[config.mk]
export PLATFORM = sky130hd
export DESIGN_NAME = swt_supervision_timer
export DESIGN_NICKNAME = d
export VERILOG_FILES = /design/src/swt_pkg.sv /design/src/swt_supervision_timer.sv
export VERILOG_INCLUDE_DIRS = /design/src
export SDC_FILE = /design/constraint.sdc
export NUM_CORES = 1
export LEC_CHECK = 0
export BUFFER_PORTS_ARGS = -buffer_cell sky130_fd_sc_hd__buf_2
export CORE_UTILIZATION = 60
export CTS_CLUSTER_SIZE = 40
export DETAILED_ROUTE_END_ITERATION = 16
export MAX_ROUTING_LAYER = met4
export PLACE_DENSITY = 0.84
export SYNTH_ARGS = -nofsm -noshare
export SYNTH_HDL_FRONTEND = slang
export SYNTH_SLANG_ARGS = --single-unit
[constraint.sdc]
create_clock -name aclk -period 12.7 [get_ports aclk]
set_input_delay 2.54 -clock aclk [delete_from_list [all_inputs] [get_ports aclk]]
set_output_delay 2.54 -clock aclk [all_outputs]
set_load 0.01 [all_outputs]
[src/swt_params.svh]
`ifndef SWT_PARAMS_SVH
`define SWT_PARAMS_SVH

// Register byte offsets on the AXI4-Lite bus.
`define SWT_OFS_CTRL 8'h00
`define SWT_OFS_CONFIG 8'h04
`define SWT_OFS_EWCTRL 8'h08
`define SWT_OFS_RESTART 8'h0C
`define SWT_OFS_STATUS 8'h10
`define SWT_OFS_COUNT 8'h14

// Control register fields.
`define SWT_CTRL_ENABLE 0
`define SWT_CTRL_WINDOWED 1
`define SWT_CTRL_LOCK 2
`define SWT_CTRL_EW_IE 3

// Configuration fields: period select in [3:0], closed-window select in [7:4].
`define SWT_CFG_PER_LSB 0
`define SWT_CFG_WIN_LSB 4

// Status fields.
`define SWT_STAT_EW 0
`define SWT_STAT_OPEN 1
`define SWT_STAT_RUN 2

// Reset values.
`define SWT_CTRL_RST 4'h0
`define SWT_SEL_RST 4'hB
`define SWT_EWOFS_RST 4'hA

// Restart key and length table limits, in oscillator cycles.
`define SWT_KEY 8'hA5
`define SWT_LEN_MIN 16'h0008
`define SWT_LEN_MAX 16'h4000
`define SWT_SEL_MAX 4'hB

// Oscillator tick derived from the 10 MHz bus clock.
`define SWT_CLK_PERIOD_NS 100
`define SWT_OSC_PERIOD_NS 1000
`define SWT_OSC_DIV (`SWT_OSC_PERIOD_NS / `SWT_CLK_PERIOD_NS)

`define SWT_RESP_OKAY 2'b00
`define SWT_RESP_SLVERR 2'b10

`endif

[src/swt_pkg.sv]
`default_nettype none
package swt_pkg;
  typedef enum logic [2:0] {
    SWT_ST_STOP = 3'b001,
    SWT_ST_CLOSED = 3'b010,
    SWT_ST_OPEN = 3'b100
  } swt_phase_t;
endpackage
`default_nettype wire

[src/swt_supervision_timer.sv]
// The AXI4-Lite interface to the registers and the placing of the registers are this design's own decisions.
`include "swt_params.svh"
`default_nettype none

// Operation
// - An enabled timer requests a system reset when no restart comes before the time-out.
// - An optional early-warning flag is raised ahead of the time-out.
// - Windowed mode accepts a restart only in the open slot; one outside it resets the system.
// - Once enabled the count stops only when the enable is cleared, whatever sleep state the system is in.
// - The count advances on an oscillator tick divided by 10 from the bus clock aclk.
// - The reset request and the warning are registered on the bus clock aclk.
// - In normal mode the time-out is selectable from 8 to 16,384 oscillator cycles.
// - In windowed mode the total time-out is selectable from 16 to 32,768 oscillator cycles.
// - Writing the key 0xA5 to the restart register begins a fresh time-out period.
// - Writing any other value to the low byte of the restart register requests an immediate system reset.
// - Period, window and early-warning settings take writes only while the timer is disabled.
// - The timer cannot be disabled while the lock setting is on.
module swt_supervision_timer
  import swt_pkg::*;
(
  input wire logic aclk,  // Bus and timer clock.
  input wire logic aresetn,  // Synchronous reset, active low.
  input wire logic [7:0] s_axi_awaddr,  // Write address.
  input wire logic s_axi_awvalid,  // Write address valid.
  output logic s_axi_awready,  // Write address ready.
  input wire logic [31:0] s_axi_wdata,  // Write data.
  input wire logic [3:0] s_axi_wstrb,  // Write byte strobes.
  input wire logic s_axi_wvalid,  // Write data valid.
  output logic s_axi_wready,  // Write data ready.
  output logic [1:0] s_axi_bresp,  // Write response.
  output logic s_axi_bvalid,  // Write response valid.
  input wire logic s_axi_bready,  // Write response ready.
  input wire logic [7:0] s_axi_araddr,  // Read address.
  input wire logic s_axi_arvalid,  // Read address valid.
  output logic s_axi_arready,  // Read address ready.
  output logic [31:0] s_axi_rdata,  // Read data.
  output logic [1:0] s_axi_rresp,  // Read response.
  output logic s_axi_rvalid,  // Read data valid.
  input wire logic s_axi_rready,  // Read data ready.
  output logic sys_reset_req,  // One-cycle system reset request.
  output logic early_warning,  // Early-warning level, flag gated by its enable.
  output logic timer_running  // High while the timer is enabled.
);

  // Length in oscillator cycles for a 4-bit select; selects above the top clamp to it.
  function automatic logic [15:0] swt_len(input logic [3:0] sel);
    logic [15:0] len;
    len = `SWT_LEN_MIN;
    if (sel >= `SWT_SEL_MAX) begin
      len = `SWT_LEN_MAX;
    end else begin
      len = `SWT_LEN_MIN << sel;
    end
    return len;
  endfunction

  // Bus slave state.
  logic aw_held_ff, nxt_aw_held;
  logic w_held_ff, nxt_w_held;
  logic [7:0] awaddr_ff, nxt_awaddr;
  logic [31:0] wdata_ff, nxt_wdata;
  logic [3:0] wstrb_ff, nxt_wstrb;
  logic bvalid_ff, nxt_bvalid;
  logic [1:0] bresp_ff, nxt_bresp;
  logic rvalid_ff, nxt_rvalid;
  logic [1:0] rresp_ff, nxt_rresp;
  logic [31:0] rdata_ff, nxt_rdata;

  // Timer state.
  logic [3:0] ctrl_ff, nxt_ctrl;
  logic [3:0] timeout_period_select_ff, nxt_timeout_period_select;
  logic [3:0] window_select_ff, nxt_window_select;
  logic [3:0] ew_offset_ff, nxt_ew_offset;
  logic [15:0] count_ff, nxt_count;
  logic [3:0] div_ff, nxt_div;
  swt_phase_t phase_ff, nxt_phase;
  logic ew_flag_ff, nxt_ew_flag;
  logic reset_ff, nxt_reset;

  logic do_write;
  logic wr_lane0;
  logic osc_tick;
  logic enabled;
  logic windowed_mode_on;
  logic cannot_disable_lock;
  logic [15:0] per_len;
  logic [15:0] win_len;
  logic [15:0] total_len;
  logic [15:0] ew_len;

  assign do_write = aw_held_ff && w_held_ff && !bvalid_ff;
  assign wr_lane0 = do_write && wstrb_ff[0];
  assign enabled = ctrl_ff[`SWT_CTRL_ENABLE];
  assign windowed_mode_on = ctrl_ff[`SWT_CTRL_WINDOWED];
  assign cannot_disable_lock = ctrl_ff[`SWT_CTRL_LOCK];
  assign per_len = swt_len(timeout_period_select_ff);
  assign win_len = swt_len(window_select_ff);
  assign total_len = windowed_mode_on ? 16'(win_len + per_len) : per_len;
  assign ew_len = swt_len(ew_offset_ff);
  assign osc_tick = (div_ff == 4'(`SWT_OSC_DIV - 1));

  assign s_axi_awready = !aw_held_ff && !bvalid_ff;
  assign s_axi_wready = !w_held_ff && !bvalid_ff;
  assign s_axi_bvalid = bvalid_ff;
  assign s_axi_bresp = bresp_ff;
  assign s_axi_arready = !rvalid_ff;
  assign s_axi_rvalid = rvalid_ff;
  assign s_axi_rresp = rresp_ff;
  assign s_axi_rdata = rdata_ff;
  assign sys_reset_req = reset_ff;
  assign early_warning = ew_flag_ff && ctrl_ff[`SWT_CTRL_EW_IE];
  assign timer_running = enabled;

  // Bus slave: address and data are taken in either order, then answered.
  always_comb begin
    nxt_aw_held = aw_held_ff;
    nxt_w_held = w_held_ff;
    nxt_awaddr = awaddr_ff;
    nxt_wdata = wdata_ff;
    nxt_wstrb = wstrb_ff;
    nxt_bvalid = bvalid_ff;
    nxt_bresp = bresp_ff;
    nxt_rvalid = rvalid_ff;
    nxt_rresp = rresp_ff;
    nxt_rdata = rdata_ff;
    if (s_axi_awvalid && s_axi_awready) begin
      nxt_aw_held = 1'b1;
      nxt_awaddr = s_axi_awaddr;
    end
    if (s_axi_wvalid && s_axi_wready) begin
      nxt_w_held = 1'b1;
      nxt_wdata = s_axi_wdata;
      nxt_wstrb = s_axi_wstrb;
    end
    if (do_write) begin
      nxt_aw_held = 1'b0;
      nxt_w_held = 1'b0;
      nxt_bvalid = 1'b1;
      case (awaddr_ff)
        `SWT_OFS_CTRL, `SWT_OFS_CONFIG, `SWT_OFS_EWCTRL, `SWT_OFS_RESTART,
        `SWT_OFS_STATUS, `SWT_OFS_COUNT: begin
          nxt_bresp = `SWT_RESP_OKAY;
        end
        default: begin
          nxt_bresp = `SWT_RESP_SLVERR;
        end
      endcase
    end
    if (bvalid_ff && s_axi_bready) begin
      nxt_bvalid = 1'b0;
    end
    if (s_axi_arvalid && s_axi_arready) begin
      nxt_rvalid = 1'b1;
      nxt_rresp = `SWT_RESP_OKAY;
      nxt_rdata = 32'h0000_0000;
      case (s_axi_araddr)
        `SWT_OFS_CTRL: begin
          nxt_rdata = {28'h000_0000, ctrl_ff};
        end
        `SWT_OFS_CONFIG: begin
          nxt_rdata = {24'h00_0000, window_select_ff, timeout_period_select_ff};
        end
        `SWT_OFS_EWCTRL: begin
          nxt_rdata = {28'h000_0000, ew_offset_ff};
        end
        `SWT_OFS_RESTART: begin
          nxt_rdata = 32'h0000_0000;
        end
        `SWT_OFS_STATUS: begin
          nxt_rdata = {29'h0000_0000, enabled, phase_ff == SWT_ST_OPEN, ew_flag_ff};
        end
        `SWT_OFS_COUNT: begin
          nxt_rdata = {16'h0000, count_ff};
        end
        default: begin
          nxt_rresp = `SWT_RESP_SLVERR;
        end
      endcase
    end else if (rvalid_ff && s_axi_rready) begin
      nxt_rvalid = 1'b0;
    end
  end

  always_ff @(posedge aclk) begin
    if (!aresetn) begin
      aw_held_ff <= 1'b0;
      w_held_ff <= 1'b0;
      awaddr_ff <= 8'h00;
      wdata_ff <= 32'h0000_0000;
      wstrb_ff <= 4'h0;
      bvalid_ff <= 1'b0;
      bresp_ff <= 2'b00;
      rvalid_ff <= 1'b0;
      rresp_ff <= 2'b00;
      rdata_ff <= 32'h0000_0000;
    end else begin
      aw_held_ff <= nxt_aw_held;
      w_held_ff <= nxt_w_held;
      awaddr_ff <= nxt_awaddr;
      wdata_ff <= nxt_wdata;
      wstrb_ff <= nxt_wstrb;
      bvalid_ff <= nxt_bvalid;
      bresp_ff <= nxt_bresp;
      rvalid_ff <= nxt_rvalid;
      rresp_ff <= nxt_rresp;
      rdata_ff <= nxt_rdata;
    end
  end

  // Timer: settings, oscillator divider, count, window phase and reset request.
  always_comb begin
    nxt_ctrl = ctrl_ff;
    nxt_timeout_period_select = timeout_period_select_ff;
    nxt_window_select = window_select_ff;
    nxt_ew_offset = ew_offset_ff;
    nxt_count = count_ff;
    nxt_phase = phase_ff;
    nxt_ew_flag = ew_flag_ff;
    nxt_reset = 1'b0;
    // The tick runs free of any sleep or clock-gating input.
    nxt_div = osc_tick ? 4'h0 : 4'(div_ff + 4'h1);

    // Counting has no sleep qualifier: only the enable stops it.
    if (enabled && osc_tick) begin
      nxt_count = 16'(count_ff + 16'h0001);
      if (nxt_count >= total_len) begin
        nxt_reset = 1'b1;
        nxt_count = 16'h0000;
        nxt_phase = windowed_mode_on ? SWT_ST_CLOSED : SWT_ST_OPEN;
      end else if (windowed_mode_on && nxt_count == win_len) begin
        nxt_phase = SWT_ST_OPEN;
        nxt_ew_flag = 1'b1;
      end else if (!windowed_mode_on && nxt_count == ew_len) begin
        nxt_ew_flag = 1'b1;
      end
    end

    if (wr_lane0) begin
      case (awaddr_ff)
        `SWT_OFS_CTRL: begin
          if (!enabled) begin
            nxt_ctrl = wdata_ff[3:0];
            if (wdata_ff[`SWT_CTRL_ENABLE]) begin
              nxt_count = 16'h0000;
              nxt_div = 4'h0;
              nxt_ew_flag = 1'b0;
              nxt_phase = wdata_ff[`SWT_CTRL_WINDOWED] ? SWT_ST_CLOSED : SWT_ST_OPEN;
            end
          end else if (!wdata_ff[`SWT_CTRL_ENABLE] && !cannot_disable_lock) begin
            nxt_ctrl[`SWT_CTRL_ENABLE] = 1'b0;
            nxt_phase = SWT_ST_STOP;
          end
        end
        `SWT_OFS_CONFIG: begin
          if (!enabled) begin
            nxt_timeout_period_select = wdata_ff[`SWT_CFG_PER_LSB +: 4];
            nxt_window_select = wdata_ff[`SWT_CFG_WIN_LSB +: 4];
          end
        end
        `SWT_OFS_EWCTRL: begin
          if (!enabled) begin
            nxt_ew_offset = wdata_ff[3:0];
          end
        end
        `SWT_OFS_RESTART: begin
          if (enabled) begin
            if (wdata_ff[7:0] != `SWT_KEY) begin
              nxt_reset = 1'b1;
            end else if (phase_ff == SWT_ST_CLOSED) begin
              nxt_reset = 1'b1;
            end
            nxt_count = 16'h0000;
            nxt_div = 4'h0;
            nxt_phase = windowed_mode_on ? SWT_ST_CLOSED : SWT_ST_OPEN;
          end
        end
        `SWT_OFS_STATUS: begin
          // A new warning in this cycle wins over the clear.
          if (wdata_ff[`SWT_STAT_EW] && !(nxt_ew_flag && !ew_flag_ff)) begin
            nxt_ew_flag = 1'b0;
          end
        end
        default: begin
          nxt_ctrl = nxt_ctrl;
        end
      endcase
    end
  end

  always_ff @(posedge aclk) begin
    if (!aresetn) begin
      ctrl_ff <= `SWT_CTRL_RST;
      timeout_period_select_ff <= `SWT_SEL_RST;
      window_select_ff <= `SWT_SEL_RST;
      ew_offset_ff <= `SWT_EWOFS_RST;
      count_ff <= 16'h0000;
      div_ff <= 4'h0;
      phase_ff <= SWT_ST_STOP;
      ew_flag_ff <= 1'b0;
      reset_ff <= 1'b0;
    end else begin
      ctrl_ff <= nxt_ctrl;
      timeout_period_select_ff <= nxt_timeout_period_select;
      window_select_ff <= nxt_window_select;
      ew_offset_ff <= nxt_ew_offset;
      count_ff <= nxt_count;
      div_ff <= nxt_div;
      phase_ff <= nxt_phase;
      ew_flag_ff <= nxt_ew_flag;
      reset_ff <= nxt_reset;
    end
  end

endmodule
`default_nettype wire

==> results.yml, run 1 <==
status:
  status: "finished, final reports clean"
cts:
  cts_buffers: 9
  post-cts-setup-buffers: 0
  clkSinkCount: 80
  clk_pin_slew_ns: 0.09
  clk_latency_ns: 0.36
  h-tree-depth: 3
  ctsResizeCount: 0
  cts_root_buffer: "clkbuf_8"
  cts_tree: "done"
  ctsHoldBuffers: 0
  cts_buffer_depth: 2
pwr:
  p_sw_w: 0.000129
  ir_drop_mv: 0.0991
  leakage_nw: 2.55
  seqPwrFrac: 0.536
  switching_share: 0.261
  pwr-share-comb: 0.084
  clkPwrFrac: 0.381
  internal_power_w: 0.000367
  pwr_density_cell_nw_per_um2: 78.1
global_route:
  grt_pass1_vias: 5210
  grt_max_degree: 61
  grt_pass1_wl_um: 25400
  grt_use_total: 0.325
  grt_antenna_before_repair: 0
  grt_overflow: 0
min_path:
  worstHoldStart: "s_axi_rdata[4]"
  whs_path_depth: 2
  hold_path.class: "register to register"
  min_to: "s_axi_rdata[4]"
floorplan:
  core_area_um2: 9730
  fp.dieW_um: 102
  die_area_um2: 10400
  initial_core_util: 0.615
  fp.dieH_um: 102
  io_pins: 103
  rows: 36
drt:
  first_iter_violations: 456
  drt-total-wl_um: 15800
  drtAntennaViolNets: 0
  met3_length_um: 1020
  wl_met1_um: 6840
  first_pass_iters: 5
  top_layer_used: "met4"
  via_per_inst: 6.19
  vias: 5754
  met2RoutedLength_um: 7390
  drcViolationCount: 0
  wl_per_cell_um: 17.0
setup_path:
  crit_arrival_ns: 6.65
  endpoint_kind: "register"
  rr_worst_depth: 19
  required_ns: 12.96
  worstReg2RegEnd: "phase_ff[1]"
  slowest_stage: "dfxtp_1"
  crit_type: "register to register"
  reg2reg_from: "window_select_ff[0]"
  rrSetupSlack_ns: 6.30
  crit_top_cell: "a21o_1"
  cp_cell_sequence: "nand2b_1 -> nor3_1 -> ha_1 -> a21o_1 -> a21o_1 -> a2111oi_0 -> nor3_1 -> a2111o_1 -> o31ai_1 -> xnor2_1 -> mux2i_1 -> ha_1 -> a21o_1 -> a221o_1 -> a31oi_1 -> nor2_1 -> a222oi_1 -> a21oi_1 -> o21a_1"
  start_kind: "register"
  max_stage_delay_ns: 0.81
  critPathMaxFanout: 15
logic_synthesis:
  synth_top_area_frac: 0.268
  synth_area_leader_cell: "dfxtp_1"
  yosysMostFrequentCell: "nand2_1"
  synth_area_leaders: "dfxtp_1 (27%), nand2_1 (6.0%), ha_1 (5.6%)"
  yosysWarnings: 0
  ys_seq_area_frac: 0.268
  synth_area_per_cell_um2: 7.70
  ys_async_sr_fraction: 0
  syn_inst: 777
  synth-seq-cells: 80
  synth_edf_count: 0
  syn-cell-area_um2: 5980
  ys.flop_type: "dfxtp_1"
  synth_commonest_cells: "nand2_1 (95), dfxtp_1 (80), nor2_1 (62), a21oi_1 (50), clkbuf_1 (44)"
  yosysUniqueCellTypes: 76
finish:
  utilization: 0.653
  final_nets: 879
  drive_gt1_frac: 0.115
  multi_input_comb_area_um2: 4010
  area_growth_syn_to_layout_pct: 6.19
  final-seq-area_um2: 1600
  antenna_cells: 0
  n_fill_cell: 853
sta:
  final_max_slew_viol_count: 0
  hold_viol: 0
  rsz0062_at_grt: "false"
  period_needed_ns: 6.40
  fin_setup_tns_ns: 0
  maxSlewHeadroom: 0.257
  skew_ns: 0.00889
  worst_slew_pin_slew_ns: 1.11
  finalCritPeriodShare: 0.504
  fmax_mhz: 156
  setup_viol_count_final: 0
place:
  dp_hpwl_um: 11700
  io_buffers: 57
  place_congestion: 0.973
job:
  maxCapViolations: 0
-- stage by stage --
stage	instance area (um^2)	hold slack [ns]	worst slack, ns	std cells	total power, W
2_1_floorplan	6040	0.438	7.67	794	0.000303
3_3_place_gp	6160	0.448	6.59	914	0.000310
3_5_place_dp	6160	0.460	6.44	914	0.000312
4_1_cts	6350	0.473	6.40	930	0.000499
5_1_grt	6350	0.499	5.95	930	0.000517
6_report	6350	0.471	6.30	930	0.000496
-- sequential cells by signal, indices dropped and copies added, names as in the netlist, 4 cells and up --
register                  flops
wdata_ff                      8
count_ff                     16
ew_offset_ff                  4
window_select_ff              4
awaddr_ff                     8
timeout_period_select_ff      4
div_ff                        4
s_axi_rdata                  16
ctrl_ff                       4
-- cells in the final DEF (no fill, tap or decap), drive strengths merged, types with 20 or more instances in the layout --
cell type,n
mux2i,28
xnor2,21
nand3,26
buf,58
o21ai,33
inv,26
nor3,36
a21boi,27
nor2b,20
nor2,63
dfxtp,80
a21oi,50
ha,27
nand2,95
-- logic make-up (layout without fill, tap and decap cells) --
family                   after synthesis  count (layout)  share of synthesized area
AO/OA/AOI/OAI                        183             183                      0.202
multiplexers                          33              33                     0.0563
adder cells (fa/ha/maj)               28              28                     0.0598
buffers and inverters                 95              98                     0.0732
other                                  1              18                   0.000627
AND/OR/NAND/NOR                      325             325                      0.286
XOR/XNOR                              32              32                     0.0540
flip-flops                            80              80                      0.268
-- power groups by stage --
stage,clock [W],sequential (W),combinational (W)
finish,0.000189,0.000266,0.0000414
CTS,0.000192,0.000265,0.0000413
global placement,0,0.000271,0.0000395
global route,0.000204,0.000267,0.0000467
detailed placement,0,0.000271,0.0000411
floorplan,0,0.000269,0.0000340
-- cell type report --
cell class / count / area share
clock buffer: 10 / 0.0201
clock inverter: 6 / 0.0106
inverter: 24 / 0.0142
multi-input combinational: 619 / 0.631
sequential: 80 / 0.252
tap: 133 / 0.0262
timing repair buffer: 58 / 0.0461
-- critical path, delay by kind of cell (launching register included) --
family / cells / cell delay (ns)
flops: 1 / 0.81
xor+xnor: 1 / 0.17
compound gates: 11 / 3.48
fa+ha+maj: 2 / 0.68
mux: 1 / 0.10
simple gates: 4 / 1.03
-- worst max-delay path by stage --
stage                                           start  slack [ns]           to
after floorplan           timeout_period_select_ff[0]        7.67  phase_ff[1]
after global placement            window_select_ff[0]        6.59  phase_ff[1]
after detailed placement          window_select_ff[0]        6.44  phase_ff[1]
after CTS                         window_select_ff[0]        6.40  phase_ff[1]
after global routing              window_select_ff[0]        5.95  phase_ff[1]
final                             window_select_ff[0]        6.30  phase_ff[1]
-- per-layer routing --
metal	GRT usage	vias to the layer above
li1	-	2791
met1	0.410	2689
met2	0.515	227
met3	0.0451	47
met4	0.155	0
met5	-	-
(Power assumes the default switching activity.)
==> run 2, diff against run 1 <==
Settings changed: ABC_AREA from default to 1, CORE_UTILIZATION 60 to 57, PLACE_DENSITY 0.84 to 0.8.
Clock period 12.7 ns to 6.5 ns, I/O delays scaled along.
==> run 2 against run 1 <==
Against the previous run: largest power group unchanged; synthesized cell count rose by 13%; first-iteration DRC count fell by 7.0%; highest routed layer unchanged; via count rose by 0.30%; clock power rose by 110%.
==> results.yml, run 2 <==
finish:
  final_nets: 1016
  antenna_cells: 0
  drive_gt1_frac: 0.109
  final_cells: 1063
  n_fill_cell: 911
  area_growth_syn_to_layout_pct: 9.19
  final_common_cell: "nand2_1"
  mostFrequentLayoutCells: "nand2_1 (195), nor2_1 (115), inv_1 (104), dfxtp_1 (80), a21oi_1 (64)"
  multi_input_comb_area_um2: 3450
  final-seq-area_um2: 1600
sta:
  fin_setup_tns_ns: 0
  fmax_mhz: 211
  hold_viol: 0
  worst_slew_pin_slew_ns: 0.797
  period_needed_ns: 4.74
  maxSlewHeadroom: 0.469
  final_max_slew_viol_count: 0
  finalCritPeriodShare: 0.729
  setup_viol_count_final: 0
  rsz0062_at_grt: "false"
  skew_ns: 0.0159
pwr:
  seqPwrFrac: 0.517
  pwr_density_cell_nw_per_um2: 166
  p_sw_w: 0.000287
  internal_power_w: 0.000728
  ir_drop_mv: 0.128
  clkPwrFrac: 0.389
  switching_share: 0.283
  pwr-share-comb: 0.094
  leakage_nw: 2.90
min_path:
  worstHoldStart: "s_axi_rdata[4]"
  whs_path_depth: 2
  hold_path.class: "register to register"
setup_path:
  crit_top_cell: "nand2_1"
  start_kind: "register"
  critPathMaxFanout: 17
  rr_worst_depth: 25
  slowest_stage: "nor2_2"
  reg2reg_from: "window_select_ff[0]"
  max_stage_delay_ns: 0.63
  crit_arrival_ns: 4.99
  crit_type: "register to register"
  critPathLaunch: "window_select_ff[0]"
  endpoint_kind: "register"
  required_ns: 6.76
global_route:
  grt_use_total: 0.309
  grt_antenna_before_repair: 0
  grt_max_degree: 54
  grt_pass1_wl_um: 23700
  grt_overflow: 0
  grt_pass1_vias: 4791
logic_synthesis:
  syn-cell-area_um2: 5610
  ys.flop_type: "dfxtp_1"
  yosysWarnings: 0
  synth_edf_count: 0
  synth_area_leaders: "dfxtp_1 (29%), nand2_1 (13%), nor2_1 (7.7%)"
  yosysMostFrequentCell: "nand2_1"
  synth_area_per_cell_um2: 6.38
  synth_commonest_cells: "nand2_1 (195), nor2_1 (115), inv_1 (104), dfxtp_1 (80), a21oi_1 (64)"
  ys_seq_area_frac: 0.285
  synth-seq-cells: 80
  synth_area_leader_cell: "dfxtp_1"
  synth_top_area_frac: 0.285
  ys_async_sr_fraction: 0
  yosysUniqueCellTypes: 48
  syn_inst: 880
floorplan:
  core_area_um2: 9370
  fp.dieH_um: 101
  initial_core_util: 0.599
  rows: 35
  fp.dieW_um: 101
  io_pins: 103
  die_area_um2: 10200
cts:
  ctsHoldBuffers: 0
  clk_latency_ns: 0.36
  cts_root_buffer: "clkbuf_8"
  cts_buffer_depth: 2
  post-cts-setup-buffers: 0
  h-tree-depth: 3
  clkSinkCount: 80
  cts_tree: "done"
  clk_pin_slew_ns: 0.10
  cts_buffers: 9
  ctsResizeCount: 0
status:
  status: "finished, final reports clean"
drt:
  drt-total-wl_um: 14900
  wl_per_cell_um: 14.0
  drtAntennaViolNets: 0
  vias: 5771
  first_iter_violations: 424
  first_pass_iters: 5
  via_per_inst: 5.43
  drcViolationCount: 0
place:
  place_congestion: 0.998
  dp_hpwl_um: 11600
  io_buffers: 57
  dp_cells: 1047
job:
  maxCapViolations: 0
==> run 2: changes by cell type after synthesis, sizes merged, moves of 26 or more <==
cell,before,now
a21boi,27,0
clkbuf,45,16
inv,24,106
mux2i,28,2
nand2,95,205
nor2,63,126
o21ai,33,63
==> run 2: worst paths after layout <==
| check | endpoint | slack [ns] |
|---|---|---|
| worst max register to register | phase_ff[1] | 1.76 |
| worst min-delay path | s_axi_rdata[4] | 0.47 |
| worst max-delay path | phase_ff[1] | 1.76 |
| worst min register to register | s_axi_rdata[4] | 0.47 |
==> run 2: area by class of cell <==
cell class	instances	area share
inverters	111	0.0680
clock inverters	7	0.0145
flip-flops and latches	80	0.261
multi-input cells	670	0.563
repair buffers	57	0.0466
well taps	129	0.0263
clock buffers	9	0.0202
==> run 2: logic make-up after synthesis <==
| logic type | after synthesis | synth area share |
|---|---|---|
| xor gates and xnor gates | 14 | 0.0232 |
| buffers and inverters | 147 | 0.111 |
| and+or+nand+nor | 434 | 0.337 |
| other | 1 | 0.000668 |
| DFF | 80 | 0.285 |
| muxes | 2 | 0.00357 |
| AOI/OAI and AO/OA | 174 | 0.175 |
| adders and majority gates | 28 | 0.0638 |
==> run 2: routing by layer <==
layer | part of all wire | GRT usage | vias to the layer above
met3 | 0.068 | 0.0393 | 26
met4 | 0.022 | 0.105 | 0
li1 | - | - | 2967
met1 | 0.46 | 0.420 | 2559
met2 | 0.45 | 0.473 | 219
met5 | 0 | - | -
==> run 2: power groups by stage <==
stage	clock network (W)	logic (W)	registers [W]
2_1_floorplan	0	0.0000721	0.000534
3_3_place_gp	0	0.0000926	0.000535
3_5_place_dp	0	0.0000951	0.000536
4_1_cts	0.000399	0.0000955	0.000524
5_1_grt	0.000423	0.000109	0.000527
6_report	0.000395	0.0000952	0.000525
==> run 2: through the flow <==
stage / setup WS (ns) / util / hold WS (ns) / power, W / cell area [um^2]
after CTS: 1.85 / 0.654 / 0.471 / 0.00102 / 6130
after floorplan: 2.93 / - / 0.433 / 0.000606 / 5680
after global placement: 1.90 / 0.631 / 0.446 / 0.000628 / 5910
after global routing: 1.23 / 0.654 / 0.493 / 0.00106 / 6130
final: 1.76 / 0.654 / 0.471 / 0.00101 / 6130
after detailed placement: 1.84 / 0.631 / 0.456 / 0.000631 / 5910
==> run 2: critical path, delay by kind of cell (launching register included) <==
kind | cells | cell delay (ns)
buf+inv | 2 | 0.13
flops | 1 | 0.43
simple gates | 14 | 2.34
fa+ha+maj | 2 | 0.75
compound gates | 7 | 0.99
